**config.mk**
```make
export PLATFORM = sky130hd
export DESIGN_NAME = interprocessor_mailbox_vector_irq
export DESIGN_NICKNAME = d
export VERILOG_FILES = /design/src/design/mailbox_pkg.sv /design/src/design/message_bank.sv /design/src/design/status_view.sv /design/src/design/interprocessor_mailbox_vector_irq.sv
export SDC_FILE = /design/constraint.sdc
export NUM_CORES = 1
export LEC_CHECK = 0
export ABC_CLOCK_PERIOD_IN_PS = 2300
export BUFFER_PORTS_ARGS = -buffer_cell sky130_fd_sc_hd__buf_2
export CAP_MARGIN = 20
export CORE_MARGIN = 2
export CORE_UTILIZATION = 59
export DETAILED_ROUTE_END_ITERATION = 16
export PLACE_DENSITY = 0.87
export REMOVE_ABC_BUFFERS = 1
export SKIP_LAST_GASP = 1
export SLEW_MARGIN = 20
export SYNTH_ARGS = -nofsm -noshare
export SYNTH_HDL_FRONTEND = slang
export SYNTH_HIERARCHICAL = 1
export SYNTH_SLANG_ARGS = --single-unit
export TNS_END_PERCENT = 30
```
**constraint.sdc**
```tcl
create_clock -name core_clk_i -period 2.3 [get_ports core_clk_i]
set_clock_uncertainty 0.2 [all_clocks]
set_input_delay 0.23 -clock core_clk_i [delete_from_list [all_inputs] [get_ports core_clk_i]]
set_output_delay 0.23 -clock core_clk_i [all_outputs]
set_load 0.05 [all_outputs]
```
**src/design/mailbox_pkg.sv**
```systemverilog
// Functional notes
// - Eight message registers, external read/write.
// - External vector write raises high-priority interrupt.
// - Service pushes status stack, jumps to vector.
// - Low 24 bits address, top 8 data.
// - Reset loads default vector table entry.
// - Six cycles to routine, five NOPs.
// - Return from interrupt pops status stack.
// - Write while pending replaces pending address.
// - External write while servicing is discarded.
// - Own core vector writes never trigger; stored only while servicing.
// - Pending bit sets on write, clears on return.
// - Direct-write pending within twelve cycles.
// - Control write may overtake direct write.
// - Master polls vector token, target writes token.
// - Interrupt messaging: fill messages, target writes zero.
// - Handshake: data then flag one, receiver zeroes.
// - Write-back: nonzero means data, zero cleared.
// - Host-mastership bit follows host bus grant.
// - Arbitration-synced bit set after synchronisation.
// - Master ID field reads 1 when own ID zero.
// - Pack stage: 00 done, 01 first, 10 second.
package mailbox_pkg;

  // ==========================================================
  // Register map (word indices)
  localparam logic [3:0]  MSG_BASE_IDX     = 4'h0;  // message_regs 0..7
  localparam logic [3:0]  VECTOR_IDX       = 4'h8;  // vector_interrupt_address
  localparam logic [3:0]  STATUS_IDX       = 4'h9;  // system_status
  localparam int          MSG_COUNT        = 8;
  localparam logic [31:0] VECTOR_RESET     = 32'h0000_0000;
  localparam logic [31:0] MSG_RESET        = 32'h0000_0000;

  // ==========================================================
  // Status field positions
  localparam int ST_HOST_POS   = 0;
  localparam int ST_SYNC_POS   = 1;
  localparam int ST_MASTER_POS = 8;
  localparam int ST_OWNID_POS  = 11;
  localparam int ST_DWP_POS    = 15;
  localparam int ST_VIP_POS    = 16;
  localparam int ST_PACK_POS   = 17;

  // ==========================================================
  // Timing
  localparam int CLK_PERIOD_PS     = 5000;
  localparam int VEC_LATENCY_CYC   = 6;   // trigger to first routine fetch
  localparam int VEC_NOP_CYC       = 5;
  localparam int DWP_MAX_NS        = 60;  // 12 cycles at 5 ns
  localparam int DWP_MAX_CYC       = (DWP_MAX_NS * 1000) / CLK_PERIOD_PS;

  // Register access from the shared bus or the own core
  typedef struct packed {
    logic        valid;
    logic        write;
    logic        from_core;
    logic [3:0]  index;
    logic [31:0] wdata;
  } reg_req_type;

  // Observed arbitration / packing state
  typedef struct packed {
    logic       host_owns_bus;
    logic       arbitration_synced;
    logic [2:0] current_master_id;
    logic [2:0] own_id_code;
    logic [1:0] host_pack_stage;
  } sys_obs_type;

  typedef enum logic [2:0] {
    VI_IDLE    = 3'b001,
    VI_LATENCY = 3'b010,
    VI_SERVICE = 3'b100
  } vi_state_type;

endpackage : mailbox_pkg

```
**src/design/message_bank.sv**
```systemverilog
// ============================================================
// Message register bank
module message_bank
  import mailbox_pkg::*;
#(
  parameter int COUNT = MSG_COUNT
)(
  input  wire logic        core_clk_i,  // Clock
  input  wire logic        rstn_i,      // Async reset, low
  input  wire logic        wr_i,        // Write strobe
  input  wire logic [2:0]  sel_i,       // Register select
  input  wire logic [31:0] wdata_i,     // Write data
  output logic      [31:0] rdata_o      // Read data, selected
);

  logic [31:0] msg_reg  [COUNT];
  logic [31:0] msg_next [COUNT];

  // Plain storage; the messaging conventions live in software
  always_comb
  begin
    for (int i = 0; i < COUNT; i++)
    begin
      msg_next[i] = msg_reg[i];
    end
    if (wr_i)
    begin
      msg_next[sel_i] = wdata_i;
    end
  end

  always_ff @(posedge core_clk_i or negedge rstn_i)
  begin
    if (!rstn_i)
    begin
      for (int i = 0; i < COUNT; i++)
      begin
        msg_reg[i] <= MSG_RESET;
      end
    end
    else
    begin
      for (int i = 0; i < COUNT; i++)
      begin
        msg_reg[i] <= msg_next[i];
      end
    end
  end

  assign rdata_o = msg_reg[sel_i];

endmodule // message_bank

```
**src/design/status_view.sv**
```systemverilog
// ============================================================
// System status assembly, read-only
module status_view
  import mailbox_pkg::*;
(
  input  wire logic        core_clk_i,  // Clock
  input  wire logic        rstn_i,      // Async reset, low
  input  sys_obs_type      obs_i,       // Observed state
  input  wire logic        dwp_i,       // Direct write pending
  input  wire logic        vip_i,       // Vector irq pending
  output logic      [31:0] status_o     // Status word, registered
);

  logic [31:0] status_reg;
  logic [31:0] status_next;

  // Build word from inputs only; no write path exists
  always_comb
  begin
    status_next = 32'h0000_0000;
    status_next[ST_HOST_POS] = obs_i.host_owns_bus;
    status_next[ST_SYNC_POS] = obs_i.arbitration_synced;
    status_next[ST_MASTER_POS +: 3] = (obs_i.own_id_code == 3'h0) ? 3'h1
                                     : obs_i.current_master_id;
    status_next[ST_OWNID_POS +: 3] = obs_i.own_id_code;
    status_next[ST_DWP_POS] = dwp_i;
    status_next[ST_VIP_POS] = vip_i;
    status_next[ST_PACK_POS +: 2] = (obs_i.host_pack_stage == 2'h3) ? 2'h0
                                   : obs_i.host_pack_stage;
  end

  always_ff @(posedge core_clk_i or negedge rstn_i)
  begin
    if (!rstn_i)
    begin
      status_reg <= 32'h0000_0000;
    end
    else
    begin
      status_reg <= status_next;
    end
  end

  assign status_o = status_reg;

endmodule // status_view

```
**src/design/interprocessor_mailbox_vector_irq.sv**
```systemverilog
// ============================================================
// Mailbox and vector interrupt slave
module interprocessor_mailbox_vector_irq
  import mailbox_pkg::*;
#(
  parameter logic [31:0] VECTOR_DEFAULT = VECTOR_RESET  // Table entry
)(
  input  wire logic        core_clk_i,      // Clock 200 MHz
  input  wire logic        rstn_i,          // Async reset, low
  input  reg_req_type      req_i,           // Register access
  output logic      [31:0] rdata_o,         // Read data, registered
  output logic             rvalid_o,        // Read data valid pulse
  input  sys_obs_type      obs_i,           // Arbitration/packing view
  input  wire logic        dw_start_i,      // Direct write accepted
  input  wire logic        dw_done_i,       // Direct write finished
  input  wire logic        rti_i,           // Return from interrupt
  output logic             irq_push_o,      // Push status stack pulse
  output logic             irq_pop_o,       // Pop status stack pulse
  output logic             irq_nop_o,       // Core issues NOP
  output logic             irq_branch_o,    // Branch to vector pulse
  output logic      [23:0] irq_target_o     // Branch address
);

  // ==========================================================
  // Decode
  logic ext_wr;
  logic vec_wr;
  logic msg_wr;
  assign ext_wr = req_i.valid && req_i.write && !req_i.from_core;
  assign msg_wr = req_i.valid && req_i.write && (req_i.index < VECTOR_IDX);
  // Core writes to the vector register never trigger; only service stores them
  assign vec_wr = ext_wr && (req_i.index == VECTOR_IDX);

  logic [31:0] msg_rdata;
  logic [31:0] status_word;

  message_bank #(.COUNT(MSG_COUNT)) u_msg (
    .core_clk_i (core_clk_i),
    .rstn_i     (rstn_i),
    .wr_i       (msg_wr),
    .sel_i      (req_i.index[2:0]),
    .wdata_i    (req_i.wdata),
    .rdata_o    (msg_rdata)
  );

  // ==========================================================
  // Vector state machine
  vi_state_type vi_reg;
  vi_state_type vi_next;
  logic [31:0]  vec_reg;
  logic [31:0]  vec_next;
  logic [2:0]   lat_reg;
  logic [2:0]   lat_next;
  logic         vip_reg;
  logic         vip_next;

  always_comb
  begin
    vi_next  = vi_reg;
    vec_next = vec_reg;
    lat_next = lat_reg;
    vip_next = vip_reg;
    unique case (vi_reg)
      VI_IDLE:
      begin
        if (vec_wr)
        begin
          vec_next = req_i.wdata;
          vip_next = 1'b1;
          vi_next  = VI_LATENCY;
          lat_next = 3'h0;
        end
      end
      VI_LATENCY:
      begin
        // Still pending: newest address wins
        if (vec_wr)
        begin
          vec_next = req_i.wdata;
        end
        lat_next = lat_reg + 3'h1;
        if (lat_reg == 3'(VEC_LATENCY_CYC - 1))
        begin
          vi_next = VI_SERVICE;
        end
      end
      VI_SERVICE:
      begin
        // External writes ignored here; core token write is allowed
        if (req_i.valid && req_i.write && req_i.from_core && req_i.index == VECTOR_IDX)
        begin
          vec_next = req_i.wdata;
        end
        if (rti_i)
        begin
          vip_next = 1'b0;
          vi_next  = VI_IDLE;
        end
      end
      default:
      begin
        vi_next = VI_IDLE;
      end
    endcase
  end

  always_ff @(posedge core_clk_i or negedge rstn_i)
  begin
    if (!rstn_i)
    begin
      vi_reg  <= VI_IDLE;
      vec_reg <= VECTOR_DEFAULT;
      lat_reg <= 3'h0;
      vip_reg <= 1'b0;
    end
    else
    begin
      vi_reg  <= vi_next;
      vec_reg <= vec_next;
      lat_reg <= lat_next;
      vip_reg <= vip_next;
    end
  end

  // Core sequencing signals
  assign irq_push_o   = (vi_reg == VI_LATENCY) && (lat_reg == 3'h0);
  assign irq_nop_o    = (vi_reg == VI_LATENCY) && (lat_reg != 3'h0);
  assign irq_branch_o = (vi_reg == VI_LATENCY) && (lat_reg == 3'(VEC_LATENCY_CYC - 1));
  assign irq_target_o = vec_reg[23:0];
  assign irq_pop_o    = (vi_reg == VI_SERVICE) && rti_i;

  // ==========================================================
  // Direct write tracking; control writes do not wait on it
  logic dwp_reg;
  logic dwp_next;
  always_comb
  begin
    dwp_next = dwp_reg;
    if (dw_done_i)
    begin
      dwp_next = 1'b0;
    end
    if (dw_start_i)
    begin
      dwp_next = 1'b1;
    end
  end

  always_ff @(posedge core_clk_i or negedge rstn_i)
  begin
    if (!rstn_i)
    begin
      dwp_reg <= 1'b0;
    end
    else
    begin
      dwp_reg <= dwp_next;
    end
  end

  status_view u_status (
    .core_clk_i (core_clk_i),
    .rstn_i     (rstn_i),
    .obs_i      (obs_i),
    .dwp_i      (dwp_reg),
    .vip_i      (vip_reg),
    .status_o   (status_word)
  );

  // ==========================================================
  // Read port, one cycle after request
  logic [31:0] rd_reg;
  logic [31:0] rd_next;
  logic        rv_reg;
  logic        rv_next;
  always_comb
  begin
    rv_next = req_i.valid && !req_i.write;
    rd_next = rd_reg;
    if (rv_next)
    begin
      if (req_i.index < VECTOR_IDX)
      begin
        rd_next = msg_rdata;
      end
      else if (req_i.index == VECTOR_IDX)
      begin
        rd_next = vec_reg;
      end
      else if (req_i.index == STATUS_IDX)
      begin
        rd_next = status_word;
      end
      else
      begin
        rd_next = 32'h0000_0000;
      end
    end
  end

  always_ff @(posedge core_clk_i or negedge rstn_i)
  begin
    if (!rstn_i)
    begin
      rd_reg <= 32'h0000_0000;
      rv_reg <= 1'b0;
    end
    else
    begin
      rd_reg <= rd_next;
      rv_reg <= rv_next;
    end
  end

  assign rdata_o  = rd_reg;
  assign rvalid_o = rv_reg;

  // ==========================================================
  // Direct write age, for the completion bound check
  logic [3:0] dwp_age_reg;
  logic [3:0] dwp_age_next;

  // Restarts on every accepted write, so chained writes are judged one by one
  always_comb
  begin
    dwp_age_next = 4'h0;
    if (dwp_reg && !dw_start_i)
    begin
      dwp_age_next = (dwp_age_reg == 4'hf) ? dwp_age_reg : dwp_age_reg + 4'h1;
    end
  end

  always_ff @(posedge core_clk_i or negedge rstn_i)
  begin
    if (!rstn_i)
    begin
      dwp_age_reg <= 4'h0;
    end
    else
    begin
      dwp_age_reg <= dwp_age_next;
    end
  end

  // ==========================================================
  // Checks
  // Trigger and sequencing
  vec_core_ign_a : assert property (@(posedge core_clk_i) disable iff (!rstn_i)
    (req_i.valid && req_i.write && req_i.from_core && vi_reg == VI_IDLE) |=> vi_reg == VI_IDLE)
    else $error("core write triggered vector");
  vec_trig_a : assert property (@(posedge core_clk_i) disable iff (!rstn_i)
    (vi_reg == VI_IDLE && vec_wr) |=> vip_reg && irq_push_o)
    else $error("vector write did not trigger");
  vec_lat_a : assert property (@(posedge core_clk_i) disable iff (!rstn_i)
    $rose(irq_push_o) |-> ##5 irq_branch_o)
    else $error("vector latency wrong");
  vec_nop_a : assert property (@(posedge core_clk_i) disable iff (!rstn_i)
    $rose(irq_push_o) |=> irq_nop_o [*5])
    else $error("nop count wrong");
  push_once_a : assert property (@(posedge core_clk_i) disable iff (!rstn_i)
    irq_push_o |=> !irq_push_o)
    else $error("status push repeated");
  branch_serv_a : assert property (@(posedge core_clk_i) disable iff (!rstn_i)
    irq_branch_o |=> vi_reg == VI_SERVICE)
    else $error("branch did not enter service");

  // Vector register updates
  vec_repl_a : assert property (@(posedge core_clk_i) disable iff (!rstn_i)
    (vi_reg == VI_LATENCY && vec_wr) |=> vec_reg == $past(req_i.wdata))
    else $error("pending vector not replaced");
  vec_drop_a : assert property (@(posedge core_clk_i) disable iff (!rstn_i)
    (vi_reg == VI_SERVICE && vec_wr) |=> $stable(vec_reg))
    else $error("write in service not dropped");
  vec_token_a : assert property (@(posedge core_clk_i) disable iff (!rstn_i)
    (vi_reg == VI_SERVICE && req_i.valid && req_i.write && req_i.from_core
     && req_i.index == VECTOR_IDX) |=> vec_reg == $past(req_i.wdata))
    else $error("token write lost");

  // Pending flags
  vip_clr_a : assert property (@(posedge core_clk_i) disable iff (!rstn_i)
    irq_pop_o |=> !vip_reg && !irq_push_o)
    else $error("pending not cleared on return");
  vip_busy_a : assert property (@(posedge core_clk_i) disable iff (!rstn_i)
    (vi_reg != VI_IDLE) |-> vip_reg)
    else $error("pending low while busy");
  pop_vip_a : assert property (@(posedge core_clk_i) disable iff (!rstn_i)
    irq_pop_o |-> vip_reg && vi_reg == VI_SERVICE)
    else $error("pop outside service");
  dwp_set_a : assert property (@(posedge core_clk_i) disable iff (!rstn_i)
    dw_start_i |=> dwp_reg)
    else $error("direct write pending missed");
  dwp_clr_a : assert property (@(posedge core_clk_i) disable iff (!rstn_i)
    (dw_done_i && !dw_start_i) |=> !dwp_reg)
    else $error("direct write pending stuck");
  dwp_age_a : assert property (@(posedge core_clk_i) disable iff (!rstn_i)
    dwp_age_reg <= 4'(DWP_MAX_CYC))
    else $error("direct write pending too long");

  // Register port
  rd_valid_a : assert property (@(posedge core_clk_i) disable iff (!rstn_i)
    (req_i.valid && !req_i.write) |=> rvalid_o)
    else $error("read not answered");
  stat_ro_a : assert property (@(posedge core_clk_i) disable iff (!rstn_i)
    (req_i.valid && req_i.write && req_i.index == STATUS_IDX) |=> $stable(vec_reg))
    else $error("status write had effect");

endmodule // interprocessor_mailbox_vector_irq

```
Word level (Yosys, flattened, before mapping)
Index checks and enable logic that the tools add are counted.
{"block": "classes", "addsub": 1, "magnitude_cmp": 3, "n_eq_ne": 12, "mux": 25, "bitwise_logic": 1, "reduce_logical": 26}
{"cell": "bitwise mux 256 bit", "n": 1}
{"cell": "2-to-1 mux 32 bit", "n": 7}
{"cell": "binary-select mux 32 bit (select 3 bit)", "n": 1}
{"cell": "demux 32 bit (select 3 bit)", "n": 1}
{"cell": "case mux 32 bit (2 select lines)", "n": 1}
{"cell": "2-to-1 mux 19 bit", "n": 1}
{"cell": "2-to-1 mux 3 bit", "n": 5}
{"cell": "logical AND 1 bit", "n": 12}
{"cell": "case mux 3 bit (3 select lines)", "n": 1}
{"cell": "AND reduction 3 bit", "n": 3}
{"cell": "equality test 4 bit (second input constant)", "n": 2}
{"cell": "inequality test 2 bit (second input constant)", "n": 4}
{"cell": "nonzero test 2 bit", "n": 4}
{"cell": "equality test 3 bit (second input constant)", "n": 2}
{"cell": "logical NOT 3 bit", "n": 2}
{"cell": "case mux 3 bit (2 select lines)", "n": 1}
{"cell": ">= comparator 4 bit (second input constant)", "n": 1}
{"cell": "< comparator 4 x 1 -> 1 bit (second input constant)", "n": 1}
{"cell": "< comparator 4 bit (second input constant)", "n": 1}
{"cell": "2-to-1 mux 1 bit", "n": 4}
{"cell": "inverter 3 -> 4 bit", "n": 1}
{"cell": "adder 3 x 1 -> 3 bit (second input constant)", "n": 1}
{"cell": "equality test 3 x 1 -> 1 bit (second input constant)", "n": 1}
{"cell": "equality test 3 x 2 -> 1 bit (second input constant)", "n": 1}
{"cell": "8 further kinds", "n": 9}
{"block": "word_totals", "reg_bits": 341, "inputBits": 54, "wordCells": 84}

Longest topological paths before layout
{"block": "depth", "word_depth": 6, "mapped_depth": 9, "depth_no_buf": 6}

Modules after synthesis
Netlist, hierarchy kept.
{"mod": "message_bank", "instances": 1, "cells_each": 806, "area_per_inst_um2": 11627.4, "seq_area_each_um2": 6406.1}
{"mod": "interprocessor_mailbox_vector_irq", "instances": 1, "cells_each": 356, "area_per_inst_um2": 3779.9, "seq_area_each_um2": 1828.0}
{"mod": "status_view", "instances": 1, "cells_each": 39, "area_per_inst_um2": 495.5, "seq_area_each_um2": 300.3}

Worst setup path before layout
No wires, ideal clock.
{"block": "synth_timing", "path_kind": "register to output", "from": "register vi_reg[2]", "to": "output irq_nop_o", "t_arrival_ns": 1.715, "required_time_ns": 1.870, "slack_ns": 0.155, "stages_incl_launch_ff": 3, "path_buffers": 0, "path_cell_list": "dfrtp_1 or3b_2 a21oi_1"}
{"block": "synth_via", "elab_chain_cells": 2}
{"element": "from (decl)", "line_no": "interprocessor_mailbox_vector_irq.sv:48", "source": "vi_state_type vi_reg;"}
{"element": "from (signal assigned)", "line_no": "interprocessor_mailbox_vector_irq.sv:118", "source": "vi_reg <= vi_next;"}
{"element": "equality test 3 x 2 -> 1 bit", "line_no": "interprocessor_mailbox_vector_irq.sv:127", "source": "assign irq_nop_o = (vi_reg == VI_LATENCY) && (lat_reg != 3'h0);"}
{"element": "logical AND 1 bit", "line_no": "interprocessor_mailbox_vector_irq.sv:127"}
{"element": "to (decl)", "line_no": "interprocessor_mailbox_vector_irq.sv:19", "source": "output logic irq_nop_o,"}
Every way passes these cells.

Worst setup path after layout
{"block": "layout_timing", "from": "register vi_reg[1]", "to": "output irq_pop_o"}
{"block": "layout_via", "elab_chain_cells": 2}
{"element": "equality test 3 bit", "line_no": "interprocessor_mailbox_vector_irq.sv:130", "source": "assign irq_pop_o = (vi_reg == VI_SERVICE) && rti_i;"}
{"element": "logical AND 1 bit", "line_no": "interprocessor_mailbox_vector_irq.sv:130"}
{"element": "to (decl)", "line_no": "interprocessor_mailbox_vector_irq.sv:18", "source": "output logic irq_pop_o,"}
Every way passes these cells.

==> impl_metrics.env <==
export IMPL_placed_cell_area_um2=17000
export IMPL_setup_violations_final=0
export IMPL_vias_per_cell=6.03
export IMPL_critPathLaunchType="flip-flop"
export IMPL_fillers=1712
export IMPL_cts_buffer_depth=3
export IMPL_status="complete, no violations"
export IMPL_worstPathCellList="nor3b_1 -> buf_4 -> nand2_1 -> inv_1 -> buf_2"
export IMPL_gp_congestion=0.800
export IMPL_crit_required_ns=1.87
export IMPL_grt_pass1_wl_mm=62.1
export IMPL_grtUsageTotal_pct=27.9
export IMPL_drive_gt1_share_pct=43.3
export IMPL_yosys_warnings=6
export IMPL_drc_errors=0
export IMPL_placementRows=60
export IMPL_wl_per_cell_um=22.3
export IMPL_io_pins=115
export IMPL_yosysMostFrequentCell="mux2_2"
export IMPL_synthTopCellsByCount="mux2_2, dfrtp_1, mux2_1"
export IMPL_largest_reg_flops=256
export IMPL_synth_area_leaders="dfrtp_1, mux2_2, mux2_1"
export IMPL_nets=1423
export IMPL_slowest_stage="dfrtp_1"
export IMPL_postSynth_topFlopCell="dfrtp_1"
export IMPL_path_buf_inv=3
export IMPL_synth_edf_count=0
export IMPL_dp_final_hpwl_mm=22.9
export IMPL_die_w_um=168
export IMPL_worstPathArrival_ns=1.80
export IMPL_yosysSeqAreaShare_pct=53.7
export IMPL_tritoncts="done"
export IMPL_end_kind="output pin"
export IMPL_io_buffers=114
export IMPL_synth_avg_cell_area_um2=13.2
export IMPL_ys_seq_elements=341
export IMPL_netlist_instances=1201
export IMPL_grt_max_degree=73
export IMPL_grt_pass1_vias=11400
export IMPL_cts_inserted_buffers=36
export IMPL_criticalPathCategory="reg -> out"
export IMPL_cpPeakStageDelay_ns=0.44
export IMPL_fin_crit_sh_pct=96.9
export IMPL_area_delta_synth_final_pct=17.5
export IMPL_first_pass_iters=5
export IMPL_core_um2=26700
export IMPL_synthesis_area_um2=15900
export IMPL_dieArea_um2=28300
export IMPL_cp_max_fo=7
export IMPL_clk_latency_ns=0.52
export IMPL_cellPowerDensity_nw_per_um2=888
export IMPL_finalCriticalPeriod_ns=2.23
export IMPL_final_hold_violation_count=0
export IMPL_design_area_um2=18700
export IMPL_rsz0062_at_grt="true"
export IMPL_p_leak_uw=0.00874
export IMPL_instances_no_fill=1731
export IMPL_worstMarginPinSlew_ns=1.16
export IMPL_hp_class="in -> async"
export IMPL_synth_cell_types=42
export IMPL_antenna_found_initial=1
export IMPL_power_total_uw=16600
export IMPL_ant_nets=0
export IMPL_synthArstFlopShare_pct=100
export IMPL_drv_cap=0
export IMPL_cts_root_buffer="clkbuf_16"
export IMPL_clock_sinks=341
export IMPL_synth_area_leader_cell="dfrtp_1"
export IMPL_cts_htree_levels=2
export IMPL_postCtsSetupBuffers=0
export IMPL_yosysTopAreaCellShare_pct=53.5
export IMPL_initial_core_util_pct=59.5
export IMPL_slew_viol_final=0
export IMPL_irDropWorstVdd_uv=550
export IMPL_slew_limit_headroom_pct=22.2
export IMPL_grt_ovfl_total=0
export IMPL_die_h_um=168
export IMPL_place_inst=1620
export IMPL_drt_initial_drc_count=831
export IMPL_wl_mm=38.6
export IMPL_vias=10400
export IMPL_clk_pin_slew_ns=0.06
export IMPL_fmax_mhz=448
export IMPL_path_delay_family="buffers and inverters"
export IMPL_final_util_pct=69.9
[where the power goes]
group          switching, µW  internal, µW  leakage, µW
Sequential               585          7070      0.00438
Clock                   2320          3500     0.000584
Combinational           1610          1500      0.00379
[placed cells by master, fill, tap and decap left out, types with 2 or more instances in the layout]
cell type | Yosys | routed
a21o_1 | 3 | 3
a21oi_1 | 34 | 33
a221oi_1 | 2 | 2
a22oi_1 | 60 | 60
buf_12 | 0 | 14
buf_2 | 37 | 110
buf_4 | 47 | 53
buf_6 | 6 | 3
bufinv_16 | 0 | 3
clkbuf_1 | 30 | 6
clkbuf_16 | 0 | 37
clkbuf_8 | 0 | 7
clkinv_2 | 0 | 6
conb_1 | 1 | 20
dfrtp_1 | 340 | 339
dlygate4sd3_1 | 0 | 49
ha_1 | 3 | 3
inv_1 | 8 | 8
mux2_1 | 68 | 68
mux2_2 | 342 | 342
mux4_2 | 4 | 4
nand2_1 | 67 | 67
nand2b_1 | 3 | 2
nand3_1 | 2 | 2
nand4_1 | 2 | 2
nor2_1 | 9 | 9
nor2b_1 | 40 | 38
nor3_4 | 0 | 4
nor3b_1 | 4 | 4
nor3b_4 | 0 | 2
o211ai_1 | 30 | 30
o21ai_0 | 35 | 35
or3b_4 | 1 | 2
[per-layer routing]
metal	vias to the layer above	track usage [%]	wire length, µm
met2	405	46.6	19100
met4	0	10.1	1090
met1	5346	37.0	15900
li1	4592	-	-
met3	90	5.12	2600
met5	-	0	0
[area by class of cell]
class,count,area [µm²],area share [%]
Sequential cell,341,8540,45.7
Clock buffer,50,1040,5.59
Multi-Input combinational cell,748,6740,36.1
Antenna cell,1,2.50,0.0134
Inverter,9,33.8,0.181
Clock inverter,11,136,0.730
Timing Repair Buffer,230,1770,9.46
Tap cell,341,427,2.28
[metrics by stage]
step / hold WS [ns] / worst slack, ns / setup TNS, ns
after floorplan: -0.266 / -0.503 / -66.64
after global placement: 0.00388 / -0.0123 / -0.0123
final: 0.0518 / 0.0703 / 0
after global routing: 0.0838 / -0.0149 / -0.0149
after CTS: 0.0193 / -0.0114 / -0.0114
after detailed placement: 0.0136 / -0.116 / -0.674
[path summary, 6_finish.rpt]
check	startpoint	to	slack (ns)	cells after the start
min in group core_clk_i	req_i[35]	rdata_o[10]	0.06	4
hold / removal	rstn_i	dwp_reg	0.05	2
setup reg to reg	vi_reg[0]	vec_reg[10]	0.25	5
max in group asynchronous	rstn_i	u_msg/msg_reg[211]	1.07	3
hold reg to reg	dwp_reg	u_status/status_o[15]	0.19	0
setup / recovery	vi_reg[1]	irq_pop_o	0.07	5
[cell families (layout without fill, tap and decap cells)]
| logic type | count (synthesis) | in the layout | synth area share [%] |
|---|---|---|---|
| multiplexers | 414 | 414 | 29.6 |
| flip-flops | 341 | 341 | 53.7 |
| AO/OA/AOI/OAI | 166 | 166 | 6.76 |
| AND/OR/NAND/NOR | 143 | 143 | 4.83 |
| buffers and inverters | 131 | 300 | 4.78 |
| adder cells (fa/ha/maj) | 3 | 3 | 0.236 |
| XOR/XNOR | 2 | 2 | 0.110 |
| other | 1 | 21 | 0.0236 |
[repair_timing]
action | CTS | global route
setup endpoints to repair | 2 | 3
endpoints found under the hold margin | 646 | 0
hold buffers | 49 | 0
gates resized for setup | 4 | 3
Note: power is estimated with default switching activity, not from simulation.
